--- config.mk ---
export PLATFORM = sky130hd
export DESIGN_NAME = cvm_code_violation_monitor
export DESIGN_NICKNAME = d
export VERILOG_FILES = /design/src/verilog/cvm_pkg.sv /design/src/verilog/cvm_ifs.sv /design/src/verilog/cvm_code_violation_monitor.sv /design/src/verilog/cvm_rds_monitor.sv /design/src/verilog/cvm_err_counter.sv
export SDC_FILE = /design/constraint.sdc
export NUM_CORES = 1
export LEC_CHECK = 0
export BUFFER_PORTS_ARGS = -buffer_cell sky130_fd_sc_hd__buf_2
export CAP_MARGIN = 20
export CORE_ASPECT_RATIO = 1.75
export CORE_MARGIN = 5
export CORE_UTILIZATION = 25
export CTS_BUF_LIST = sky130_fd_sc_hd__clkbuf_2 sky130_fd_sc_hd__clkbuf_4 sky130_fd_sc_hd__clkbuf_8
export CTS_CLUSTER_SIZE = 14
export DETAILED_ROUTE_END_ITERATION = 12
export PLACE_DENSITY = 0.51
export SYNTH_ARGS = -nofsm -noshare
export SYNTH_HDL_FRONTEND = slang
export SYNTH_SLANG_ARGS = --single-unit
--- constraint.sdc ---
create_clock -name core_clk -period 2.3 [get_ports core_clk]
set_input_delay 0.345 -clock core_clk [delete_from_list [all_inputs] [get_ports core_clk]]
set_output_delay 0.345 -clock core_clk [all_outputs]
set_load 0.02 [all_outputs]
--- src/verilog/cvm_pkg.sv ---
package cvm_pkg;

  // ----------------------------------------------------------------
  // Symbol and mode encodings
  // ----------------------------------------------------------------
  localparam logic [1:0] SYM_ZERO = 2'h0; // Ternary 0
  localparam logic [1:0] SYM_PLUS = 2'h1; // Ternary +
  localparam logic [1:0] SYM_MINUS = 2'h3; // Ternary -
  localparam logic [1:0] MODE_LT = 2'h0; // line_termination_mode
  localparam logic [1:0] MODE_NT = 2'h1; // network_termination_mode
  localparam logic [1:0] MODE_RP = 2'h2; // repeater_mode

  // ----------------------------------------------------------------
  // Line code geometry
  // ----------------------------------------------------------------
  localparam int SYMS_PER_BLOCK = 3; // Ternary symbols per 4-bit block
  localparam int USER_SYMS = 108; // User symbols per frame
  localparam logic [6:0] MAINT_POS = 7'h19; // Upstream position 25
  localparam logic signed [3:0] SUM_MIN = 4'sh1; // Lowest column
  localparam logic signed [3:0] SUM_MAX = 4'sh4; // Highest column
  localparam logic signed [3:0] SUM_RESET = 4'sh1; // Start column
  localparam logic [7:0] CNT_MAX = 8'hff; // Saturation value

  // ----------------------------------------------------------------
  // Command/indicate codes (values chosen locally)
  // ----------------------------------------------------------------
  localparam logic [3:0] CI_LOOP = 4'h8; // Close external loop
  localparam logic [3:0] CI_SYNC_DONE = 4'h4; // sync_done_indication
  localparam logic [3:0] CI_ACT_UP = 4'hc; // activation_indication_upstream
  localparam logic [3:0] CI_ACT_DOWN = 4'hd; // activation_indication_downstream

  // ----------------------------------------------------------------
  // Register map and fields
  // ----------------------------------------------------------------
  localparam logic [7:0] REG_CTRL = 8'h00; // Mode select
  localparam logic [7:0] REG_STATUS = 8'h04; // Live state
  localparam logic [7:0] REG_IRQ_STAT = 8'h08; // Sticky events, W1C
  localparam logic [7:0] REG_IRQ_MASK = 8'h0c; // Event enables
  localparam logic [7:0] REG_ERRCNT = 8'h10; // Counter, no clear
  localparam int CTRL_MODE_LSB = 0; // Mode field low bit
  localparam logic [1:0] CTRL_RESET = 2'h0; // Resets to LT
  localparam int ST_LOOP = 0; // Loop closed
  localparam int ST_CNT_EN = 1; // Counting enabled
  localparam int ST_MAINT = 2; // Maintenance flag pending
  localparam int IRQ_VIOL = 0; // Violating frame seen
  localparam int IRQ_SAT = 1; // Counter reached 255
  localparam int IRQ_LOOP = 2; // Loop state changed
  localparam int IRQ_W = 3; // Event count
  localparam logic [2:0] IRQ_MASK_RESET = 3'h0; // All masked

endpackage : cvm_pkg

--- src/verilog/cvm_ifs.sv ---
// ------------------------------------------------------------------
// Received symbol stream into the running-sum monitor
// ------------------------------------------------------------------
interface cvm_sym_if;
  logic symValid; // One received symbol this cycle
  logic [1:0] sym; // Ternary symbol
  logic userSym; // Symbol belongs to user data
  logic frameStart; // First symbol of a frame
  logic violation; // Pulse: block broke the code
  modport core (output symValid, sym, userSym, frameStart,
                input violation);
  modport mon (input symValid, sym, userSym, frameStart,
               output violation);
endinterface : cvm_sym_if

// ------------------------------------------------------------------
// Error counter control
// ------------------------------------------------------------------
interface cvm_cnt_if;
  logic incr; // Pulse: count one frame
  logic clear; // Pulse: zero the count
  logic enable; // Counting allowed
  logic [7:0] count; // Current count
  modport core (output incr, clear, enable, input count);
  modport cnt (input incr, clear, enable, output count);
endinterface : cvm_cnt_if

--- src/verilog/cvm_code_violation_monitor.sv ---
// Chosen here: the Wishbone interface to the registers and the placing of the registers.
module cvm_code_violation_monitor
  import cvm_pkg::*;
(
  input wire logic core_clk,
  input wire logic reset,
  // Wishbone classic slave
  input wire logic wb_cyc_i,
  input wire logic wb_stb_i,
  input wire logic wb_we_i,
  input wire logic [7:0] wb_adr_i,
  input wire logic [3:0] wb_sel_i,
  input wire logic [31:0] wb_dat_i,
  output logic [31:0] wb_dat_o,
  output logic wb_ack_o,
  output logic irq,
  // Command/indicate channel from the controller
  input wire logic ciWrite,
  input wire logic [3:0] ciCode,
  // Monitor channel read of the counter
  input wire logic monReadReq,
  input wire logic actStateOk,
  output logic monAck,
  output logic monRefused,
  output logic [7:0] monData,
  // Line deactivation
  input wire logic lineDeact,
  // Receive symbols from the hybrid front end
  input wire logic rxSymValid,
  input wire logic [1:0] lineInSym,
  input wire logic rxUserSym,
  input wire logic rxFrameStart,
  input wire logic rxFrameEnd,
  input wire logic rxMaintPos,
  // Transmit symbols from the line coder
  input wire logic [1:0] txSym,
  input wire logic [6:0] txSymPos,
  output logic [1:0] lineOutSym,
  output logic txMaintPos,
  output logic loopActive
);

  // ----------------------------------------------------------------
  // Internal carriers
  // ----------------------------------------------------------------
  cvm_sym_if symIf(); // To the running-sum monitor
  cvm_cnt_if cntIf(); // To the error counter

  // ----------------------------------------------------------------
  // Register state
  // ----------------------------------------------------------------
  logic [1:0] mode_r; // Operating mode
  logic [IRQ_W-1:0] irqStat_r; // Sticky events
  logic [IRQ_W-1:0] irqMask_r; // Event enables
  logic ack_r; // Bus answer
  logic [31:0] rdData_r; // Bus read data
  logic loop_r; // Test loop closed
  logic cntEn_r; // Counting enabled
  logic frameViol_r; // Violation in current frame
  logic frameMaint_r; // Positive M seen in frame
  logic maintFlag_r; // Report upstream in next slot
  logic txMaint_r; // Registered M output
  logic monAck_r; // Monitor read answer
  logic monRef_r; // Monitor read refused
  logic [7:0] monData_r; // Monitor read data
  logic [7:0] prevCount_r; // For saturation edge
  logic busReq; // Valid bus access this cycle
  logic busWr; // Write access
  logic busRd; // Read access
  logic ntSide; // NT or repeater mode
  logic ltSide; // LT mode
  logic frameIncr; // Frame counts once
  logic monOk; // Read permitted
  logic [IRQ_W-1:0] irqEvt; // Raw event pulses
  logic [IRQ_W-1:0] irqClr; // Write-one-to-clear bits

  // Decode of the mode field, used by the mode decode below
  function automatic logic isNtSide(input logic [1:0] m);
    isNtSide = (m == MODE_NT) || (m == MODE_RP);
  endfunction : isNtSide

  // ----------------------------------------------------------------
  // Mode decode
  // ----------------------------------------------------------------
  // Reserved code 3 falls back to LT behaviour
  always_comb begin
    ntSide = isNtSide(mode_r);
    ltSide = !isNtSide(mode_r);
  end

  // ----------------------------------------------------------------
  // Bus slave
  // ----------------------------------------------------------------
  // One wait state; ack drops in the cycle after it was given
  always_comb begin
    busReq = wb_cyc_i && wb_stb_i && !ack_r;
    busWr = busReq && wb_we_i;
    busRd = busReq && !wb_we_i;
  end

  // Answer every access, mapped or not
  always_ff @(posedge core_clk or posedge reset) begin
    if (reset) begin
      ack_r <= 1'b0;
    end else begin
      ack_r <= busReq;
    end
  end

  // Mode register, low byte lane only
  always_ff @(posedge core_clk or posedge reset) begin
    if (reset) begin
      mode_r <= CTRL_RESET;
    end else if (busWr && wb_adr_i == REG_CTRL && wb_sel_i[0]) begin
      mode_r <= wb_dat_i[CTRL_MODE_LSB +: 2];
    end
  end

  // Mask register
  always_ff @(posedge core_clk or posedge reset) begin
    if (reset) begin
      irqMask_r <= IRQ_MASK_RESET;
    end else if (busWr && wb_adr_i == REG_IRQ_MASK && wb_sel_i[0]) begin
      irqMask_r <= wb_dat_i[IRQ_W-1:0];
    end
  end

  // Read mux; unmapped addresses read zero
  always_ff @(posedge core_clk or posedge reset) begin
    if (reset) begin
      rdData_r <= 32'h0000_0000;
    end else if (busRd) begin
      unique case (wb_adr_i)
        REG_CTRL: rdData_r <= {30'h0, mode_r};
        REG_STATUS: rdData_r <= {29'h0, maintFlag_r, cntEn_r, loop_r};
        REG_IRQ_STAT: rdData_r <= {29'h0, irqStat_r};
        REG_IRQ_MASK: rdData_r <= {29'h0, irqMask_r};
        REG_ERRCNT: rdData_r <= {24'h0, cntIf.count};
        default: rdData_r <= 32'h0000_0000;
      endcase
    end
  end

  assign wb_dat_o = rdData_r;
  assign wb_ack_o = ack_r;

  // ----------------------------------------------------------------
  // Test loops
  // ----------------------------------------------------------------
  // Any other code or a deactivation opens the loop again
  always_ff @(posedge core_clk or posedge reset) begin
    if (reset) begin
      loop_r <= 1'b0;
    end else if (lineDeact) begin
      loop_r <= 1'b0;
    end else if (ciWrite) begin
      loop_r <= (ciCode == CI_LOOP);
    end
  end

  // Transmit path is never cut, so the far end stays synced
  assign lineOutSym = txSym;
  // Data path uses this to return B, B and D as one unit
  assign loopActive = loop_r;

  // Receiver input: driver output when looped, hybrid otherwise
  always_comb begin
    symIf.symValid = rxSymValid;
    symIf.sym = loop_r ? txSym : lineInSym;
    symIf.userSym = rxUserSym;
    symIf.frameStart = rxFrameStart;
  end

  cvm_rds_monitor u_rds (
    .coreClk(core_clk),
    .reset(reset),
    .s(symIf.mon)
  );

  // ----------------------------------------------------------------
  // Frame accumulation
  // ----------------------------------------------------------------
  // Several events in one frame fold into one count
  always_comb begin
    frameIncr = rxFrameEnd && (frameViol_r || symIf.violation ||
                (ltSide && (frameMaint_r || rxMaintPos)));
  end

  // Per-frame flags, restarted at frame end
  always_ff @(posedge core_clk or posedge reset) begin
    if (reset) begin
      frameViol_r <= 1'b0;
      frameMaint_r <= 1'b0;
    end else if (rxFrameEnd) begin
      frameViol_r <= 1'b0;
      frameMaint_r <= 1'b0;
    end else begin
      if (symIf.violation) begin
        frameViol_r <= 1'b1;
      end
      if (rxMaintPos) begin
        frameMaint_r <= 1'b1;
      end
    end
  end

  // ----------------------------------------------------------------
  // Upstream maintenance symbol
  // ----------------------------------------------------------------
  // Flag of the last completed frame goes out in the next slot
  always_ff @(posedge core_clk or posedge reset) begin
    if (reset) begin
      maintFlag_r <= 1'b0;
    end else if (rxFrameEnd) begin
      maintFlag_r <= frameViol_r || symIf.violation;
    end
  end

  // Registered so the coder sees a clean flag at the slot
  always_ff @(posedge core_clk or posedge reset) begin
    if (reset) begin
      txMaint_r <= 1'b0;
    end else begin
      txMaint_r <= ntSide && maintFlag_r &&
                   (txSymPos == MAINT_POS);
    end
  end

  assign txMaintPos = txMaint_r;

  // ----------------------------------------------------------------
  // Counter enable
  // ----------------------------------------------------------------
  // Stops at deactivation; mode picks the code that resumes it
  always_ff @(posedge core_clk or posedge reset) begin
    if (reset) begin
      cntEn_r <= 1'b0;
    end else if (lineDeact) begin
      cntEn_r <= 1'b0;
    end else if (ciWrite) begin
      if (ltSide && (ciCode == CI_SYNC_DONE || ciCode == CI_ACT_UP)) begin
        cntEn_r <= 1'b1;
      end else if (ntSide && ciCode == CI_ACT_DOWN) begin
        cntEn_r <= 1'b1;
      end
    end
  end

  // ----------------------------------------------------------------
  // Error counter and monitor read
  // ----------------------------------------------------------------
  // Repeater mode and early activation states refuse the read
  always_comb begin
    monOk = monReadReq && (mode_r != MODE_RP) && actStateOk;
    cntIf.incr = frameIncr;
    cntIf.enable = cntEn_r && !lineDeact;
    cntIf.clear = monOk || lineDeact;
  end

  cvm_err_counter u_cnt (
    .coreClk(core_clk),
    .reset(reset),
    .c(cntIf.cnt)
  );

  // Value read and cleared in the same cycle
  always_ff @(posedge core_clk or posedge reset) begin
    if (reset) begin
      monAck_r <= 1'b0;
      monRef_r <= 1'b0;
      monData_r <= 8'h00;
    end else begin
      monAck_r <= monOk;
      monRef_r <= monReadReq && !monOk;
      if (monOk) begin
        monData_r <= cntIf.count;
      end
    end
  end

  assign monAck = monAck_r;
  assign monRefused = monRef_r;
  assign monData = monData_r;

  // ----------------------------------------------------------------
  // Interrupts
  // ----------------------------------------------------------------
  // Previous count lets saturation fire once per climb
  always_ff @(posedge core_clk or posedge reset) begin
    if (reset) begin
      prevCount_r <= 8'h00;
    end else begin
      prevCount_r <= cntIf.count;
    end
  end

  always_comb begin
    irqEvt = '0;
    irqEvt[IRQ_VIOL] = frameIncr;
    irqEvt[IRQ_SAT] = (cntIf.count == CNT_MAX) && (prevCount_r != CNT_MAX);
    irqEvt[IRQ_LOOP] = (lineDeact && loop_r) ||
                       (!lineDeact && ciWrite && ((ciCode == CI_LOOP) != loop_r));
    irqClr = '0;
    if (busWr && wb_adr_i == REG_IRQ_STAT && wb_sel_i[0]) begin
      irqClr = wb_dat_i[IRQ_W-1:0];
    end
  end

  // A new event wins over a clear in the same cycle
  always_ff @(posedge core_clk or posedge reset) begin
    if (reset) begin
      irqStat_r <= '0;
    end else begin
      irqStat_r <= (irqStat_r & ~irqClr) | irqEvt;
    end
  end

  assign irq = |(irqStat_r & irqMask_r);

endmodule : cvm_code_violation_monitor

--- src/verilog/cvm_rds_monitor.sv ---
module cvm_rds_monitor
  import cvm_pkg::*;
(
  input wire logic coreClk,
  input wire logic reset,
  cvm_sym_if.mon s
);

  // ----------------------------------------------------------------
  // Block tracking
  // ----------------------------------------------------------------
  logic signed [3:0] sum_r; // Running digital sum
  logic [1:0] pos_r; // Symbol index in block
  logic allZero_r; // Block so far all zero
  logic viol_r; // Violation pulse
  logic signed [3:0] sumNxt; // Sum including this symbol
  logic zeroNxt; // All-zero including this symbol
  logic lastSym; // Third symbol of a block

  // Polarity as +1, 0 or -1
  function automatic logic signed [3:0] polarity(input logic [1:0] v);
    unique case (v)
      SYM_PLUS: polarity = 4'sh1;
      SYM_MINUS: polarity = -4'sh1;
      default: polarity = 4'sh0;
    endcase
  endfunction : polarity

  // A block restart at frame start keeps sync symbols out
  always_comb begin
    sumNxt = sum_r + polarity(s.sym);
    zeroNxt = (s.frameStart ? 1'b1 : allZero_r) && (s.sym != SYM_PLUS)
              && (s.sym != SYM_MINUS);
    lastSym = (s.frameStart ? 2'h0 : pos_r) == 2'(SYMS_PER_BLOCK - 1);
  end

  // Only user symbols advance the block
  always_ff @(posedge coreClk or posedge reset) begin
    if (reset) begin
      sum_r <= SUM_RESET;
      pos_r <= 2'h0;
      allZero_r <= 1'b1;
      viol_r <= 1'b0;
    end else begin
      viol_r <= 1'b0;
      if (s.symValid && s.userSym) begin
        if (lastSym) begin
          pos_r <= 2'h0;
          allZero_r <= 1'b1;
          // Out of range or 0 0 0
          viol_r <= (sumNxt < SUM_MIN) || (sumNxt > SUM_MAX) || zeroNxt;
          // Clamp so one error does not cascade
          if (sumNxt < SUM_MIN) begin
            sum_r <= SUM_MIN;
          end else if (sumNxt > SUM_MAX) begin
            sum_r <= SUM_MAX;
          end else begin
            sum_r <= sumNxt;
          end
        end else begin
          pos_r <= (s.frameStart ? 2'h0 : pos_r) + 2'h1;
          allZero_r <= zeroNxt;
          sum_r <= sumNxt;
        end
      end else if (s.symValid && s.frameStart) begin
        pos_r <= 2'h0;
        allZero_r <= 1'b1;
      end
    end
  end

  assign s.violation = viol_r;

endmodule : cvm_rds_monitor

--- src/verilog/cvm_err_counter.sv ---
module cvm_err_counter
  import cvm_pkg::*;
(
  input wire logic coreClk,
  input wire logic reset,
  cvm_cnt_if.cnt c
);

  // ----------------------------------------------------------------
  // Saturating frame error counter
  // ----------------------------------------------------------------
  logic [7:0] count_r; // Eight-bit count

  // Increment beats a coinciding clear so no frame is lost
  always_ff @(posedge coreClk or posedge reset) begin
    if (reset) begin
      count_r <= 8'h00;
    end else if (c.incr && c.enable) begin
      if (c.clear) begin
        count_r <= 8'h01;
      end else if (count_r != CNT_MAX) begin
        count_r <= count_r + 8'h01;
      end
    end else if (c.clear) begin
      count_r <= 8'h00;
    end
  end

  assign c.count = count_r;

endmodule : cvm_err_counter

==> impl_metrics.tcl <==
set metrics [dict create \
    post-synth-top-count-cell "dfrtp_1" \
    hold_viol_final 0 \
    worstPathMaxFanout 5 \
    hp-class "in2reg" \
    drc 0 \
    worst_path_most_repeated_cell "a21oi_1" \
    worstMarginPinSlew_ns 0.735 \
    insertion_delay_ns 0.34 \
    drt_iter0_drc 72 \
    cts-root-buf "clkbuf_8" \
    synth_edf_count 0 \
    cp_data_required_time_ns 2.57 \
    synth_seq_cells 57 \
    synth_warnings 0 \
    status "completed" \
    htreeDepth 3 \
    wire_per_inst_microns 14.5 \
    tritoncts "yes" \
    grt_pass1_wl_mm 11.3 \
    yosysTopAreaCellShare_pct 47.4 \
    final-max-slew-violation-count 0 \
    synthesis.area_sq_um 2910 \
    antenna_found_initial 0 \
    clk_pin_slew_ns 0.06 \
    die_w_microns 91.5 \
    grt_overflow_total 0 \
    area_growth_pct 21.4 \
    p_leak_nw 1.74 \
    cp.arrival_ns 2.48 \
    clock_path_buffers 2 \
    critPathSlowestCell "dfrtp_2" \
    start_util_pct 25.2 \
    grt_max_degree 42 \
    portBuffers 64 \
    endpoint_kind "register" \
    fmax_ghz 0.451 \
    num-fill-cells 1229 \
    syn_area_per_cell_sq_um 10.2 \
    start_kind "register" \
    cp_slowest_stage_delay_ns 0.44 \
    vias 2271 \
    period_minus_slack_ns 2.22 \
    core_area_sq_um 11500 \
    setup_violations 0 \
    post_cts_buffers 0 \
    synth-async-reset-ratio_pct 100 \
    vias_per_cell 4.56 \
    multi_input_area_sq_um 1290 \
    synth-main-ff-cell "dfrtp_1" \
    cp_cell_sequence "nor2b_1 -> a21o_1 -> ha_1 -> inv_1 -> fa_1 -> xor2_2 -> a21oi_1 -> a21oi_1 -> nor2_1 -> a21oi_1" \
    rrSetupSlack_ns 0.08 \
    fin_skew_ns 0.00886 \
    dieArea_sq_um 14000 \
    synth.largest_area_cell "dfrtp_1" \
    p_per_area_nw_per_um2 729 \
    antenna-diode-count 0 \
    die_y_microns 153 \
    dpl-instance-area_sq_um 3310 \
    io_pins 121 \
    dp_hpwl_mm 5.66 \
    rows 52 \
    slew_headroom_pct 50.6 \
    cts-buffers-inserted 9 \
    synth_seq_area_share_pct 49.2 \
    ant_nets 0 \
    gp_congestion 0.821 \
    seqCellArea_sq_um 1430 \
    peakVddDrop_v 0.000313 \
    grt_util_all_layers_pct 10.4 \
    cts.sinks 57 \
    syn_inst 285 \
    path_class "reg2reg" \
    drive_gt1_share_pct 30.0 \
    wl_mm 7.20 \
    nNetsFinal 437 \
    first_pass_iters 4 \
    ys_types 59 \
    whs_ns 0.161 \
    final_area_sq_um 3530 \
    cap_violations 0 \
    finalCritPeriodShare_pct 96.4 \
    yosys-top-cells-area "dfrtp_1 (47%), buf_4 (7.0%), nand2_1 (4.5%), mux2_2 (3.1%), nor2_1 (2.7%)" \
    grt_pass1_vias 2254 \
    synth_commonest_cells "dfrtp_1 (55), nand2_1 (35), buf_4 (27), nor2_1 (21), inv_1 (17)" \
]
==> area by class of cell <==
type                       count  area share (%)
inverter                      17            1.81
multi-input combinational    203            36.6
clock inverter                 6            1.70
tap                          135            4.79
sequential                    57            40.5
timing repair buffer          70            10.8
clock buffer                  10            3.72
==> registers in the layout, indices dropped and copies added, names as in the netlist, 2 cells and up <==
signal	flops
u_rds.pos_r	2
irqStat_r	3
irqMask_r	3
wb_dat_o	8
monData	8
mode_r	2
u_cnt.c.count	8
u_rds.sum_r	4
prevCount_r	8
==> worst max-delay path: cells and delay by family (launching register included) <==
family / cells / cell delay (ns)
adder cells (fa/ha/maj): 2 / 0.60
XOR/XNOR: 1 / 0.26
buffers and inverters: 1 / 0.06
flip-flops: 1 / 0.44
AO/OA/AOI/OAI: 4 / 0.54
AND/OR/NAND/NOR: 2 / 0.24
==> layout by cell type, fill, tap and decap left out, drive strengths merged, types with 4 or more instances in the layout <==
master / instances
dfrtp: 55
buf: 69
mux2: 8
ha: 5
inv: 17
nor3: 9
o21ai: 10
a21oi: 11
nand3: 6
a22o: 7
nor4: 4
nand2: 35
xnor2: 6
clkbuf: 10
nor2: 21
conb: 24
==> logic make-up (layout without fill, tap and decap cells) <==
logic type	Yosys count	count (layout)	synth area share [%]
other	1	24	0.129
AOI/OAI and AO/OA	53	53	12.9
buffers and inverters	48	103	9.99
DFF	57	57	49.2
and+or+nand+nor	100	100	17.7
muxes	11	11	4.13
xor gates and xnor gates	9	9	3.19
adders and majority gates	6	6	2.84
==> routing by layer <==
layer / track usage (%) / part of all wire [%] / vias up
li1: - / - / 1088
met1: 9.57 / 34 / 1107
met2: 20.2 / 60 / 66
met3: 3.11 / 5.2 / 10
met4: 5.04 / 1.3 / 0
met5: 0 / 0 / -
==> what timing repair did <==
| item | in CTS | in global routing |
|---|---|---|
| resized for setup | 0 | 3 |
| setup endpoints to repair | 0 | 3 |
| endpoints found under the hold margin | 16 | 0 |
| hold buffers | 1 | 0 |
==> through the flow <==
stage	utilization, %	setup slack (ns)	setup TNS (ns)	power (mW)	instances
after CTS	30.5	0.00132	0	2.59	498
after global routing	30.6	-0.00690	-0.00690	2.70	498
after floorplan	-	0.0813	0	1.53	308
final	30.6	0.0830	0	2.57	498
after global placement	28.8	0.0215	0	1.64	481
after detailed placement	28.8	0.0209	0	1.65	481
==> report_power, final <==
part / leakage, nW / switching [mW] / internal, mW
clock: 0.0955 / 0.414 / 0.506
sequential: 0.752 / 0.0481 / 1.08
combinational: 0.889 / 0.300 / 0.229
total: 1.74 / 0.762 / 1.81
==> worst paths after layout <==
path	from	to	depth (start not counted)
min in group asynchronous	reset	u_cnt.c.count[5]	3
max in group asynchronous	reset	u_rds.sum_r[0]	4
worst max register to register	loopActive	u_rds.sum_r[0]	10
worst min register to register	monData[4]	monData[4]	2
worst min-delay path	txSymPos[1]	txMaintPos	2
worst max-delay path	loopActive	u_rds.sum_r[0]	10
Power figures use the tool's default switching activity.
